**src/verilog/bsfe_pkg.sv**
```systemverilog
// ==========================================================
// board io select and fpu error constants
package bsfe_pkg;
	// ==========================================================
	// register byte addresses
	localparam logic [7:0]  OFS_RANGE      = 8'h00;
	localparam logic [7:0]  OFS_PERIPH_EN  = 8'h04;
	localparam logic [7:0]  OFS_STATUS     = 8'h08;
	localparam logic [7:0]  OFS_COPRO_ERR  = 8'hf0;
	// ==========================================================
	// field positions
	localparam int          RANGE_BASE_LSB = 0;
	localparam int          RANGE_MASK_LSB = 16;
	localparam int          EN_FPU_ERR_BIT = 0;
	localparam int          EN_ALT_A20_BIT = 1;
	localparam int          ST_FAULT_BIT   = 0;
	localparam int          ST_IGNORE_BIT  = 1;
	localparam int          ST_DIV3_BIT    = 2;
	// ==========================================================
	// values after reset
	localparam logic [31:0] RANGE_RESET    = 32'h0000_0000;
	localparam logic [1:0]  PERIPH_RESET   = 2'h0;
	// strobes, fault and strap idle high, so no false edge follows reset
	localparam logic [9:0]  PIN_IDLE       = 10'h3c5;
	// ==========================================================
	// decode values
	localparam logic [12:0] KBC_PORT_HI    = 13'h000c;
	localparam logic [12:0] CLK_PORT_HI    = 13'h000e;
	localparam logic [1:0]  BOOT_ROM_TOP   = 2'h3;
	// ==========================================================
	// timing
	localparam int          CLK_PERIOD_NS  = 10;
	localparam logic [2:0]  DIV_SLOW       = 3'h4;
	localparam logic [2:0]  DIV_FAST       = 3'h3;
	localparam logic [2:0]  CLK_HIGH_CNT   = 3'h2;
	localparam logic [1:0]  LATCH_PERIODS  = 2'h2;
	typedef enum logic [1:0] {
		LATCH_IDLE = 2'b00,
		LATCH_HOLD = 2'b01
	} bsfe_latch_e;
endpackage

```
**src/verilog/bsfe_sync.sv**
```systemverilog
`timescale 1ns/10ps
// ==========================================================
// two flip-flop synchroniser, one per bit
module bsfe_sync #(
	parameter int               WIDTH     = 1,
	parameter logic [WIDTH-1:0] RESET_VAL = '0
) (
	input  wire logic             hclk,
	input  wire logic             hresetn,
	input  wire logic [WIDTH-1:0] async_in,
	output logic      [WIDTH-1:0] sync_out
);
	if (WIDTH < 1) begin : g_chk
		$error("bsfe_sync width must be at least one");
	end
	for (genvar i = 0; i < WIDTH; i++) begin : g_bit
		logic meta_reg;
		always_ff @(posedge hclk or negedge hresetn) begin
			if (!hresetn) begin
				meta_reg    <= RESET_VAL[i];
				sync_out[i] <= RESET_VAL[i];
			end else begin
				meta_reg    <= async_in[i];
				sync_out[i] <= meta_reg;
			end
		end
	end
endmodule

```
**src/verilog/bsfe_top.sv**
```systemverilog
`timescale 1ns/10ps
// Operation
// - programmable select only for ranged master io
// - buffer enable follows any of the four selects
// - boot rom select on rom range access
// - no boot rom select during dma
// - keypad select on ports 60h-66h even
// - no keypad select during dma
// - clock chip select on ports 71h-77h odd
// - latch pulse on writes to 70h-76h even
// - latch starts at write fall, two periods
// - tone output follows timer counter two
// - timer tick taken from oscillator input
// - enabled fault raises fpu interrupt line
// - error handling only while enable set
// - error port write with fault asserts ignore
// - ignore held until fault negates
// - no ignore without an active fault
// - bus clock is system clock by three/four
module bsfe_top
	import bsfe_pkg::*;
#(
	parameter int ADDR_W = 18
) (
	input  wire logic              hclk,
	input  wire logic              hresetn,
	input  wire logic              hsel,
	input  wire logic [31:0]       haddr,
	input  wire logic [1:0]        htrans,
	input  wire logic              hwrite,
	input  wire logic [2:0]        hsize,
	input  wire logic              hready,
	input  wire logic [31:0]       hwdata,
	output logic      [31:0]       hrdata,
	output logic                   hreadyout,
	output logic                   hresp,
	input  wire logic [ADDR_W-1:0] ext_addr_lines,
	input  wire logic              io_write_strobe_n,
	input  wire logic              io_read_strobe_n,
	input  wire logic              mem_read_strobe_n,
	input  wire logic              mem_write_strobe_n,
	input  wire logic              dma_cycle,
	input  wire logic              sys_master_cycle,
	input  wire logic              timer_cnt2_out,
	input  wire logic              timer_ref_in,
	input  wire logic              fpu_fault_n,
	input  wire logic              power_good,
	input  wire logic              ext_clk_strap_in,
	output logic                   programmable_select_n,
	output logic                   ext_buf_en,
	output logic                   boot_rom_select_n,
	output logic                   keypad_ctrl_select_n,
	output logic                   clock_chip_select_n,
	output logic                   clock_chip_addr_latch,
	output logic                   tone_out,
	output logic                   timer_ref_tick,
	output logic                   fpu_irq_line,
	output logic                   fpu_ignore_fault_n_out,
	output logic                   fpu_ignore_fault_oe,
	output logic                   alt_addr_bit20_mask,
	output logic                   ext_bus_clock
);
	if (ADDR_W != 18) begin : g_chk
		$error("bsfe_top decodes exactly eighteen address lines");
	end
	// ==========================================================
	// pin synchronisers
	localparam int SW = ADDR_W + 10;
	logic [SW-1:0]     sync_vec;
	logic [ADDR_W-1:0] addr_s;
	logic              iow_n_s, ior_n_s, memr_n_s, memw_n_s, dma_s, mst_s;
	logic              tref_s, fault_n_s, pgood_s, strap_s;
	bsfe_sync #(.WIDTH(SW), .RESET_VAL({{ADDR_W{1'b0}}, PIN_IDLE})) u_sync (
		.hclk     (hclk),
		.hresetn  (hresetn),
		.async_in ({ext_addr_lines, io_write_strobe_n, io_read_strobe_n, mem_read_strobe_n,
		            mem_write_strobe_n, dma_cycle, sys_master_cycle, timer_ref_in, fpu_fault_n,
		            power_good, ext_clk_strap_in}),
		.sync_out (sync_vec)
	);
	assign {addr_s, iow_n_s, ior_n_s, memr_n_s, memw_n_s, dma_s, mst_s,
	        tref_s, fault_n_s, pgood_s, strap_s} = sync_vec;
	// ==========================================================
	// ahb-lite slave, zero wait states, always okay
	logic [31:0] range_reg;
	logic [1:0]  periph_enable_reg;
	logic        wr_pend_reg;
	logic [7:0]  wr_addr_reg;
	logic        ignore_reg;
	logic        div3_reg;
	logic        fault_s;
	logic        err_en;
	logic        ahb_go;
	logic [31:0] rd_next;
	logic        copro_wr;
	assign fault_s  = !fault_n_s;
	assign err_en   = periph_enable_reg[EN_FPU_ERR_BIT];
	assign ahb_go   = hsel && htrans[1] && hready;
	assign copro_wr = wr_pend_reg && (wr_addr_reg == OFS_COPRO_ERR);
	always_comb begin
		rd_next = 32'h0000_0000;
		if (haddr[7:0] == OFS_RANGE) begin
			rd_next = range_reg;
		end else if (haddr[7:0] == OFS_PERIPH_EN) begin
			rd_next = {30'h0000_0000, periph_enable_reg};
		end else if (haddr[7:0] == OFS_STATUS) begin
			rd_next[ST_FAULT_BIT]  = fault_s;
			rd_next[ST_IGNORE_BIT] = ignore_reg;
			rd_next[ST_DIV3_BIT]   = div3_reg;
		end
	end
	always_ff @(posedge hclk or negedge hresetn) begin
		if (!hresetn) begin
			wr_pend_reg <= 1'b0;
			wr_addr_reg <= 8'h00;
			hrdata      <= 32'h0000_0000;
		end else begin
			wr_pend_reg <= ahb_go && hwrite;
			if (ahb_go) begin
				wr_addr_reg <= haddr[7:0];
			end
			if (ahb_go && !hwrite && (haddr[31:8] == 24'h00_0000)) begin
				hrdata <= rd_next;
			end else begin
				hrdata <= 32'h0000_0000;
			end
		end
	end
	always_ff @(posedge hclk or negedge hresetn) begin
		if (!hresetn) begin
			hreadyout <= 1'b1;
			hresp     <= 1'b0;
		end else begin
			hreadyout <= 1'b1;
			hresp     <= 1'b0;
		end
	end
	always_ff @(posedge hclk or negedge hresetn) begin
		if (!hresetn) begin
			range_reg         <= RANGE_RESET;
			periph_enable_reg <= PERIPH_RESET;
		end else if (wr_pend_reg) begin
			if (wr_addr_reg == OFS_RANGE) begin
				range_reg <= hwdata;
			end else if (wr_addr_reg == OFS_PERIPH_EN) begin
				periph_enable_reg <= hwdata[1:0];
			end
		end
	end
	// ==========================================================
	// chip select decode, registered so pins come from flops
	logic io_cyc, mem_cyc, psel_hit, kbc_hit, clk_hit, rom_hit, ale_port;
	logic [15:0] rng_base, rng_mask;
	assign rng_base = range_reg[RANGE_BASE_LSB +: 16];
	assign rng_mask = range_reg[RANGE_MASK_LSB +: 16];
	assign io_cyc   = !iow_n_s || !ior_n_s;
	assign mem_cyc  = !memr_n_s || !memw_n_s;
	assign psel_hit = io_cyc && mst_s && !dma_s && (((addr_s[15:0] ^ rng_base) & ~rng_mask) == 16'h0000);
	assign kbc_hit  = io_cyc && !dma_s && (addr_s[15:3] == KBC_PORT_HI) && !addr_s[0];
	assign clk_hit  = io_cyc && (addr_s[15:3] == CLK_PORT_HI) && addr_s[0];
	assign rom_hit  = mem_cyc && !dma_s && (addr_s[17:16] == BOOT_ROM_TOP);
	assign ale_port = (addr_s[15:3] == CLK_PORT_HI) && !addr_s[0];
	always_ff @(posedge hclk or negedge hresetn) begin
		if (!hresetn) begin
			programmable_select_n <= 1'b1;
			ext_buf_en            <= 1'b0;
			keypad_ctrl_select_n  <= 1'b1;
			clock_chip_select_n   <= 1'b1;
			boot_rom_select_n     <= 1'b1;
		end else begin
			programmable_select_n <= !psel_hit;
			ext_buf_en            <= psel_hit || kbc_hit || clk_hit || rom_hit;
			keypad_ctrl_select_n  <= !kbc_hit;
			clock_chip_select_n   <= !clk_hit;
			boot_rom_select_n     <= !rom_hit;
		end
	end
	// ==========================================================
	// bus clock divider, divisor strapped at power good rise
	logic       pgood_d_reg;
	logic [2:0] div_cnt_reg;
	logic [2:0] div_max;
	logic       ext_rise;
	assign div_max  = div3_reg ? DIV_FAST : DIV_SLOW;
	assign ext_rise = (div_cnt_reg == 3'h0);
	always_ff @(posedge hclk or negedge hresetn) begin
		if (!hresetn) begin
			pgood_d_reg <= 1'b0;
			div3_reg    <= 1'b0;
		end else begin
			pgood_d_reg <= pgood_s;
			if (pgood_s && !pgood_d_reg) begin
				div3_reg <= !strap_s;
			end
		end
	end
	always_ff @(posedge hclk or negedge hresetn) begin
		if (!hresetn) begin
			div_cnt_reg   <= 3'h0;
			ext_bus_clock <= 1'b0;
		end else begin
			div_cnt_reg   <= (div_cnt_reg >= div_max - 3'h1) ? 3'h0 : div_cnt_reg + 3'h1;
			ext_bus_clock <= (div_cnt_reg < CLK_HIGH_CNT);
		end
	end
	// ==========================================================
	// clock chip address latch pulse
	bsfe_latch_e latch_state_reg;
	logic        iow_d_reg;
	logic [1:0]  per_cnt_reg;
	logic        iow_fall;
	assign iow_fall = iow_d_reg && !iow_n_s;
	always_ff @(posedge hclk or negedge hresetn) begin
		if (!hresetn) begin
			iow_d_reg             <= 1'b1;
			latch_state_reg       <= LATCH_IDLE;
			per_cnt_reg           <= 2'h0;
			clock_chip_addr_latch <= 1'b1;
		end else begin
			iow_d_reg <= iow_n_s;
			case (latch_state_reg)
				LATCH_IDLE: begin
					clock_chip_addr_latch <= 1'b0;
					if (iow_fall && ale_port) begin
						latch_state_reg       <= LATCH_HOLD;
						per_cnt_reg           <= 2'h0;
						clock_chip_addr_latch <= 1'b1;
					end
				end
				LATCH_HOLD: begin
					// counts bus clock rises, so the pulse spans two full periods at either divisor
					if (ext_rise) begin
						per_cnt_reg <= per_cnt_reg + 2'h1;
					end
					if (ext_rise && (per_cnt_reg == LATCH_PERIODS)) begin
						latch_state_reg       <= LATCH_IDLE;
						clock_chip_addr_latch <= 1'b0;
					end
				end
				default: begin
					latch_state_reg       <= LATCH_IDLE;
					clock_chip_addr_latch <= 1'b0;
				end
			endcase
		end
	end
	// ==========================================================
	// tone, timer reference, a20 mask
	logic tref_d_reg;
	always_ff @(posedge hclk or negedge hresetn) begin
		if (!hresetn) begin
			tone_out            <= 1'b0;
			tref_d_reg          <= 1'b0;
			timer_ref_tick      <= 1'b0;
			alt_addr_bit20_mask <= 1'b0;
		end else begin
			tone_out            <= timer_cnt2_out;
			tref_d_reg          <= tref_s;
			timer_ref_tick      <= tref_s && !tref_d_reg;
			alt_addr_bit20_mask <= periph_enable_reg[EN_ALT_A20_BIT];
		end
	end
	// ==========================================================
	// coprocessor error handshake
	always_ff @(posedge hclk or negedge hresetn) begin
		if (!hresetn) begin
			ignore_reg             <= 1'b0;
			fpu_irq_line           <= 1'b0;
			fpu_ignore_fault_oe    <= 1'b0;
			fpu_ignore_fault_n_out <= 1'b0;
		end else begin
			if (!err_en || !fault_s) begin
				ignore_reg <= 1'b0;
			end else if (copro_wr) begin
				ignore_reg <= 1'b1;
			end
			fpu_irq_line           <= err_en && fault_s;
			fpu_ignore_fault_oe    <= ignore_reg && err_en && fault_s;
			fpu_ignore_fault_n_out <= 1'b0;
		end
	end
	// ==========================================================
	// assertions
	property p_psel_master;
		@(posedge hclk) disable iff (!hresetn) !programmable_select_n |-> $past(mst_s) && !$past(dma_s);
	endproperty
	a_psel_master: assert property (p_psel_master) else $error("programmable select without master io");
	property p_buf_en;
		@(posedge hclk) disable iff (!hresetn) !programmable_select_n |-> ext_buf_en;
	endproperty
	a_buf_en: assert property (p_buf_en) else $error("buffer not enabled with select");
	property p_rom_dma;
		@(posedge hclk) disable iff (!hresetn) $past(dma_s) |-> boot_rom_select_n;
	endproperty
	a_rom_dma: assert property (p_rom_dma) else $error("boot rom select in dma");
	property p_kbc_hit;
		@(posedge hclk) disable iff (!hresetn)
			(io_cyc && !dma_s && addr_s[15:0] == 16'h0064) |=> !keypad_ctrl_select_n;
	endproperty
	a_kbc_hit: assert property (p_kbc_hit) else $error("keypad select missed");
	property p_kbc_dma;
		@(posedge hclk) disable iff (!hresetn) !keypad_ctrl_select_n |-> !$past(dma_s);
	endproperty
	a_kbc_dma: assert property (p_kbc_dma) else $error("keypad select in dma");
	property p_latch_len;
		@(posedge hclk) disable iff (!hresetn) $rose(clock_chip_addr_latch) |-> clock_chip_addr_latch [*6];
	endproperty
	a_latch_len: assert property (p_latch_len) else $error("latch pulse too short");
	property p_latch_start;
		@(posedge hclk) disable iff (!hresetn)
			(latch_state_reg == LATCH_IDLE && iow_fall && ale_port) |=> clock_chip_addr_latch;
	endproperty
	a_latch_start: assert property (p_latch_start) else $error("latch did not start");
	property p_tone;
		@(posedge hclk) disable iff (!hresetn) ##1 tone_out == $past(timer_cnt2_out);
	endproperty
	a_tone: assert property (p_tone) else $error("tone not following counter");
	property p_irq;
		@(posedge hclk) disable iff (!hresetn) fpu_irq_line |-> $past(err_en) && $past(fault_s);
	endproperty
	a_irq: assert property (p_irq) else $error("fpu irq without enabled fault");
	property p_ign_set;
		@(posedge hclk) disable iff (!hresetn)
			(copro_wr && err_en && fault_s) ##1 (err_en && fault_s) |=> fpu_ignore_fault_oe;
	endproperty
	a_ign_set: assert property (p_ign_set) else $error("ignore not asserted");
	property p_ign_fault;
		@(posedge hclk) disable iff (!hresetn) fpu_ignore_fault_oe |-> $past(fault_s) && $past(err_en);
	endproperty
	a_ign_fault: assert property (p_ign_fault) else $error("ignore without fault");
	property p_ign_release;
		@(posedge hclk) disable iff (!hresetn) (ignore_reg && !fault_s) |=> !fpu_ignore_fault_oe;
	endproperty
	a_ign_release: assert property (p_ign_release) else $error("ignore not released");
	property p_div;
		@(posedge hclk) disable iff (!hresetn) $rose(ext_bus_clock) |-> ##[3:4] $rose(ext_bus_clock);
	endproperty
	a_div: assert property (p_div) else $error("bus clock period wrong");
endmodule

```
**config.mk**
```make
export PLATFORM = sky130hd
export DESIGN_NAME = bsfe_top
export DESIGN_NICKNAME = d
export VERILOG_FILES = /design/src/verilog/bsfe_pkg.sv /design/src/verilog/bsfe_sync.sv /design/src/verilog/bsfe_top.sv
export SDC_FILE = /design/constraint.sdc
export NUM_CORES = 1
export LEC_CHECK = 0
export BUFFER_PORTS_ARGS = -buffer_cell sky130_fd_sc_hd__clkbuf_2
export CORE_ASPECT_RATIO = 0.6
export CORE_UTILIZATION = 55
export DETAILED_ROUTE_END_ITERATION = 10
export HOLD_SLACK_MARGIN = 0.05
export PLACE_DENSITY = 0.8
export SYNTH_ARGS = -nofsm -noshare
export SYNTH_HDL_FRONTEND = slang
export SYNTH_HIERARCHICAL = 1
export SYNTH_SLANG_ARGS = --single-unit
```
**constraint.sdc**
```tcl
create_clock -name hclk -period 3.2 [get_ports hclk]
set_clock_uncertainty 0.05 [all_clocks]
set_input_delay 0.48 -clock hclk [delete_from_list [all_inputs] [get_ports hclk]]
set_output_delay 0.48 -clock hclk [all_outputs]
set_load 0.02 [all_outputs]
```
==> results.yml, run 1 <==
status:
  outcome: "complete, no violations"
timing:
  fin_crit_sh_pct: 62.29
  worst_pin_slew_ps: 742.2
  rsz0062_at_grt: "no"
  max-slew-margin-rel_pct: 50.52
  final.setup.tns_ps: 0
  max_clock_freq_ghz: 0.5017
  slew_viol_final: 0
  setup_viol: 0
  hold_viol: 0
  min_period_ps: 1993
route:
  drtIter0Drc: 187
  wl_per_cell_um: 16.43
  antenna_left: 0
  vias: 3154
  drc: 0
  dr.pass1.iters: 4
  wl_um: 10610
  via_per_inst: 4.882
die:
  start_util_pct: 57.77
  core_sq_um: 9324
  dieWidth_um: 129.8
  dieArea_sq_um: 10210
  fp.dieH_um: 78.66
  num_rows: 27
  ioPinCount: 150
setup_path:
  path_max_fanout: 32
  critPathKind: "flop to flop"
  cp.arrival_ps: 2240
  setup.worst_path.start_class: "flop"
  cp-end-kind: "flop"
  cp.required_ps: 3440
logic_synthesis:
  yosysWarnings: 6
  ys_ff_latch: 154
  yosysSeqAreaShare_pct: 71.96
  synth_cells: 348
  avgSynthCellArea_sq_um: 15.48
  synth-async-reset-ratio_pct: 100.0
  synth_area_leaders: "dfrtp_1 (63%), dfstp_2 (8.8%), mux2_2 (8.4%), and2_2 (2.6%), xnor2_1 (2.6%)"
  yosysTopAreaCellShare_pct: 63.18
  ys_types: 44
  yosys_most_used_dff: "dfrtp_1"
  synth-edff-count: 0
  synthesis.area_sq_um: 5386
  yosys.area.top_type: "dfrtp_1"
place:
  port_buffers: 142
  dp_hpwl_um: 7504
  placed_area_sq_um: 6238
  place.gp.congestion: 0.8566
  dp.cells: 614
clock_tree:
  clk_path_buf_depth: 2
  hold_buffers: 0
  cts_max_level: 4
  numCtsBuffers: 17
  cts_tree: "done"
  cts_sinks: 154
  post-cts-setup-buffers: 0
  cts.clk_slew.worst_paths_ps: 60
  insertion_delay_ps: 410
  clockRootBuffer: "clkbuf_16"
  cts.repair.resized: 0
cells_and_area:
  fillers: 597
  layout.nets: 610
  layout_common_cells: "clkbuf_2 (141), dfrtp_1 (136), mux2_2 (40)"
  diodes: 0
  finalNonFillerCells: 646
  syn_to_final_growth_pct: 27.15
  fin_area_sq_um: 6849
  drive_gt1_share_pct: 50.19
  fin_util_pct: 73.46
  final_common_cell: "clkbuf_2"
global_route:
  track_usage_pct: 23.52
  grt_pass1_vias: 3317
  grt_start_max_net_pins: 84
  antenna_found_initial: 0
  grt_pass1_wl_um: 17070
  gr-total-overflow: 0
min_path:
  holdCritPathClass: "input pin to async pin"
power_and_ir_drop:
  powerDensity_nw_per_um2: 655.6
  irDropWorstVdd_v: 0.0004388
  power_leakage_nw: 3.433
flow_run:
  cap_violations: 0
layer usage:
layer / wire length [um] / global-route usage [%] / up-vias
met5: 0 / 0 / -
met1: 5206 / 32.64 / 1527
li1: - / - / 1511
met3: 561 / 7.089 / 16
met2: 4661 / 34.76 / 100
met4: 184 / 9.884 / 0
per-stage QoR:
stage               hold WS (ps)  setup WS, ps  power (mW)
floorplan                  134.4          1363       2.316
global placement           283.5          1016       2.465
detailed placement         284.7         935.0       2.486
CTS                        77.62          1233       4.525
global route               76.02          1128       4.659
finish                     48.37          1207       4.490
Yosys cell counts (2+ instances only):
library cell / n
nor3b_1: 2
clkbuf_2: 2
nand3_1: 5
buf_6: 2
dfrtp_1: 136
a21oi_1: 2
dfstp_2: 18
nand2b_1: 3
o21ai_0: 4
nor2_1: 5
mux2_1: 2
nor2b_1: 5
mux2_2: 40
nor4_1: 12
and2_1: 15
nand2_1: 10
ha_1: 4
o22ai_1: 6
nand4_1: 3
conb_1: 2
nor3_1: 4
buf_4: 3
inv_1: 5
and3_1: 2
and4_1: 2
buf_2: 3
xnor2_1: 16
and2_2: 19
worst max-delay path, cell delays in order, from the launching register on:
cell and delay, ps:
dfrtp_1 400, nor4_1 400, and3_1 210, buf_4 410, mux2_2 400
worst paths after layout:
kind / startpoint / to / slack (ps) / cells past startpoint
min in group hclk: ext_clk_strap_in / u_sync/g_bit[0].meta_reg / 100 / 1
worst max-delay path: wr_addr_reg[1] / range_reg[3] / 1210 / 4
worst max register to register: wr_addr_reg[1] / range_reg[3] / 1210 / 4
max in group asynchronous: hresetn / hrdata[23] / 2250 / 2
worst min-delay path: hresetn / range_reg[13] / 50 / 1
worst min register to register: u_sync/g_bit[17].meta_reg / u_sync/sync_out[17] / 300 / 0
area by class of cell:
cell class                      count  area [sq um]  area share [%]
Clock buffer                       17         425.4           6.211
Clock inverter                     15         185.2           2.704
Inverter                            5         18.77          0.2740
Multi-Input combinational cell    179          1421           20.75
Sequential cell                   154          3876           56.59
Tap cell                          130         162.7           2.375
Timing Repair Buffer              146         759.5           11.09
cells by family after synthesis:
| logic type | after synthesis | share of synthesized area (%) |
|---|---|---|
| AOI/OAI and AO/OA | 18 | 2.114 |
| xor gates and xnor gates | 16 | 2.602 |
| and+or+nand+nor | 95 | 11.57 |
| muxes | 43 | 8.966 |
| DFF | 154 | 71.96 |
| buffers and inverters | 16 | 1.719 |
| other | 2 | 0.1394 |
| adders and majority gates | 4 | 0.9292 |
where the power goes:
part	internal, mW	switching (mW)
Clock	1.24	0.796
Sequential	2.07	0.0755
Combinational	0.154	0.153
Total	3.46	1.03
Note: power is estimated with default switching activity, not from simulation.
==> inputs of run 2 (changes only) <==
CORE_UTILIZATION = 46   (was 55)
PLACE_DENSITY = 0.71   (was 0.8)
clock period = 1.8 ns   (was 3.2 ns; I/O delays follow)
==> results.yml, run 2 (synthesis results as in run 1) <==
place:
  dp_hpwl_um: 8011
  port_buffers: 142
  placed_area_sq_um: 6409
  place.gp.congestion: 0.7879
  dp.cells: 655
  place_ws_ps: -53.27
global_route:
  grt_pass1_vias: 3757
  grt_pass1_wl_um: 18820
  grt_start_max_net_pins: 47
  gr-total-overflow: 0
  antenna_found_initial: 0
  track_usage_pct: 21.29
timing:
  fin_crit_sh_pct: 97.15
  min_period_ps: 1749
  max_clock_freq_ghz: 0.5718
  setup_slack_ps: 51.23
  worst_hold_slack_ps: 66.50
  setup_viol: 0
  slew_viol_final: 0
  rsz0062_at_grt: "no"
  hold_viol: 0
cells_and_area:
  syn_to_final_growth_pct: 41.56
  diodes: 0
  finalNonFillerCells: 745
  layout_common_cells: "clkbuf_2 (141), dfrtp_1 (136), dlygate4sd3_1 (57)"
  fin_area_sq_um: 7625
  layout.nets: 679
  drive_gt1_share_pct: 47.69
  final_common_cell: "clkbuf_2"
clock_tree:
  cts_sinks: 154
  insertion_delay_ps: 410
  cts_tree: "done"
  clockRootBuffer: "clkbuf_16"
  cts.clk_slew.worst_paths_ps: 60
  cts_max_level: 4
  clk_path_buf_depth: 2
  numCtsBuffers: 17
  post-cts-setup-buffers: 0
die:
  core_sq_um: 11340
  dieArea_sq_um: 12160
  start_util_pct: 47.52
  ioPinCount: 150
  dieWidth_um: 141.7
  fp.dieH_um: 85.82
  num_rows: 30
route:
  dr.pass1.iters: 4
  drtIter0Drc: 108
  wl_um: 11930
  wl_per_cell_um: 16.01
  antenna_left: 0
  drc: 0
  via_per_inst: 4.734
  vias: 3527
status:
  outcome: "complete, no violations"
min_path:
  holdCritPathClass: "input pin to flop"
setup_path:
  path_max_fanout: 16
  cp-end-kind: "flop"
  critPathKind: "flop to flop"
  setup.worst_path.start_class: "flop"
  cp.required_ps: 2050
  cp.arrival_ps: 1990
power_and_ir_drop:
  irDropWorstVdd_v: 0.0006865
  power_leakage_nw: 3.723
  powerDensity_nw_per_um2: 1022
  total_power_mw: 7.794
flow_run:
  cap_violations: 0
-- run 2: layout make-up --
type,instances,area [sq um]
sequential,154,3876
multi-input combinational,179,1498
clock inverter,14,115.1
fill,827,3711
inverter,5,18.77
clock buffer,18,429.2
tap,160,200.2
timing repair buffer,215,1488
-- run 2: repair_timing --
action / 4_1_cts / 5_1_grt
pin swaps: 0 / 1
hold endpoints to repair: 99 / 0
setup endpoints to repair: 32 / 36
hold buffers: 57 / 0
gates resized for setup: 4 / 8
cloned: 0 / 1
-- run 2: layer usage --
metal | track usage (%) | wire [um] | up-vias
met5 | 0 | 0 | -
met4 | 8.113 | 127 | 0
met3 | 5.304 | 527 | 13
met2 | 33.59 | 5568 | 116
met1 | 28.81 | 5705 | 1753
li1 | - | - | 1645
-- run 2: final timing paths --
kind	startpoint	to	slack, ps	cells after the start
max in group asynchronous	hresetn	u_sync/g_bit[8].meta_reg	740	3
max reg2reg	wr_addr_reg[1]	range_reg[31]	50	4
max	wr_addr_reg[1]	range_reg[31]	50	4
min reg2reg	u_sync/g_bit[13].meta_reg	u_sync/sync_out[13]	300	0
min in group asynchronous	hresetn	hrdata[16]	310	2
min	hwdata[0]	range_reg[0]	70	2
-- run 2: through the flow --
stage	util, %	TNS (ps)
final	67.26	0
after global routing	67.26	0
after CTS	66.60	0
after detailed placement	56.53	-391.9
after global placement	56.53	-14.88
after floorplan	-	0
-- run 2: critical path: stages, from the launching register on --
cell and delay, ps:
dfrtp_1 430, nor4_4 340, and3_4 270, clkbuf_16 200, mux2_2 340
-- run 2: report_power, final --
part           switching, mW  internal (mW)  leakage [nW]
clock                   1.46           1.79         0.252
combinational          0.315          0.387          1.53
sequential             0.163           3.68          1.95
total                   1.94           5.85          3.72
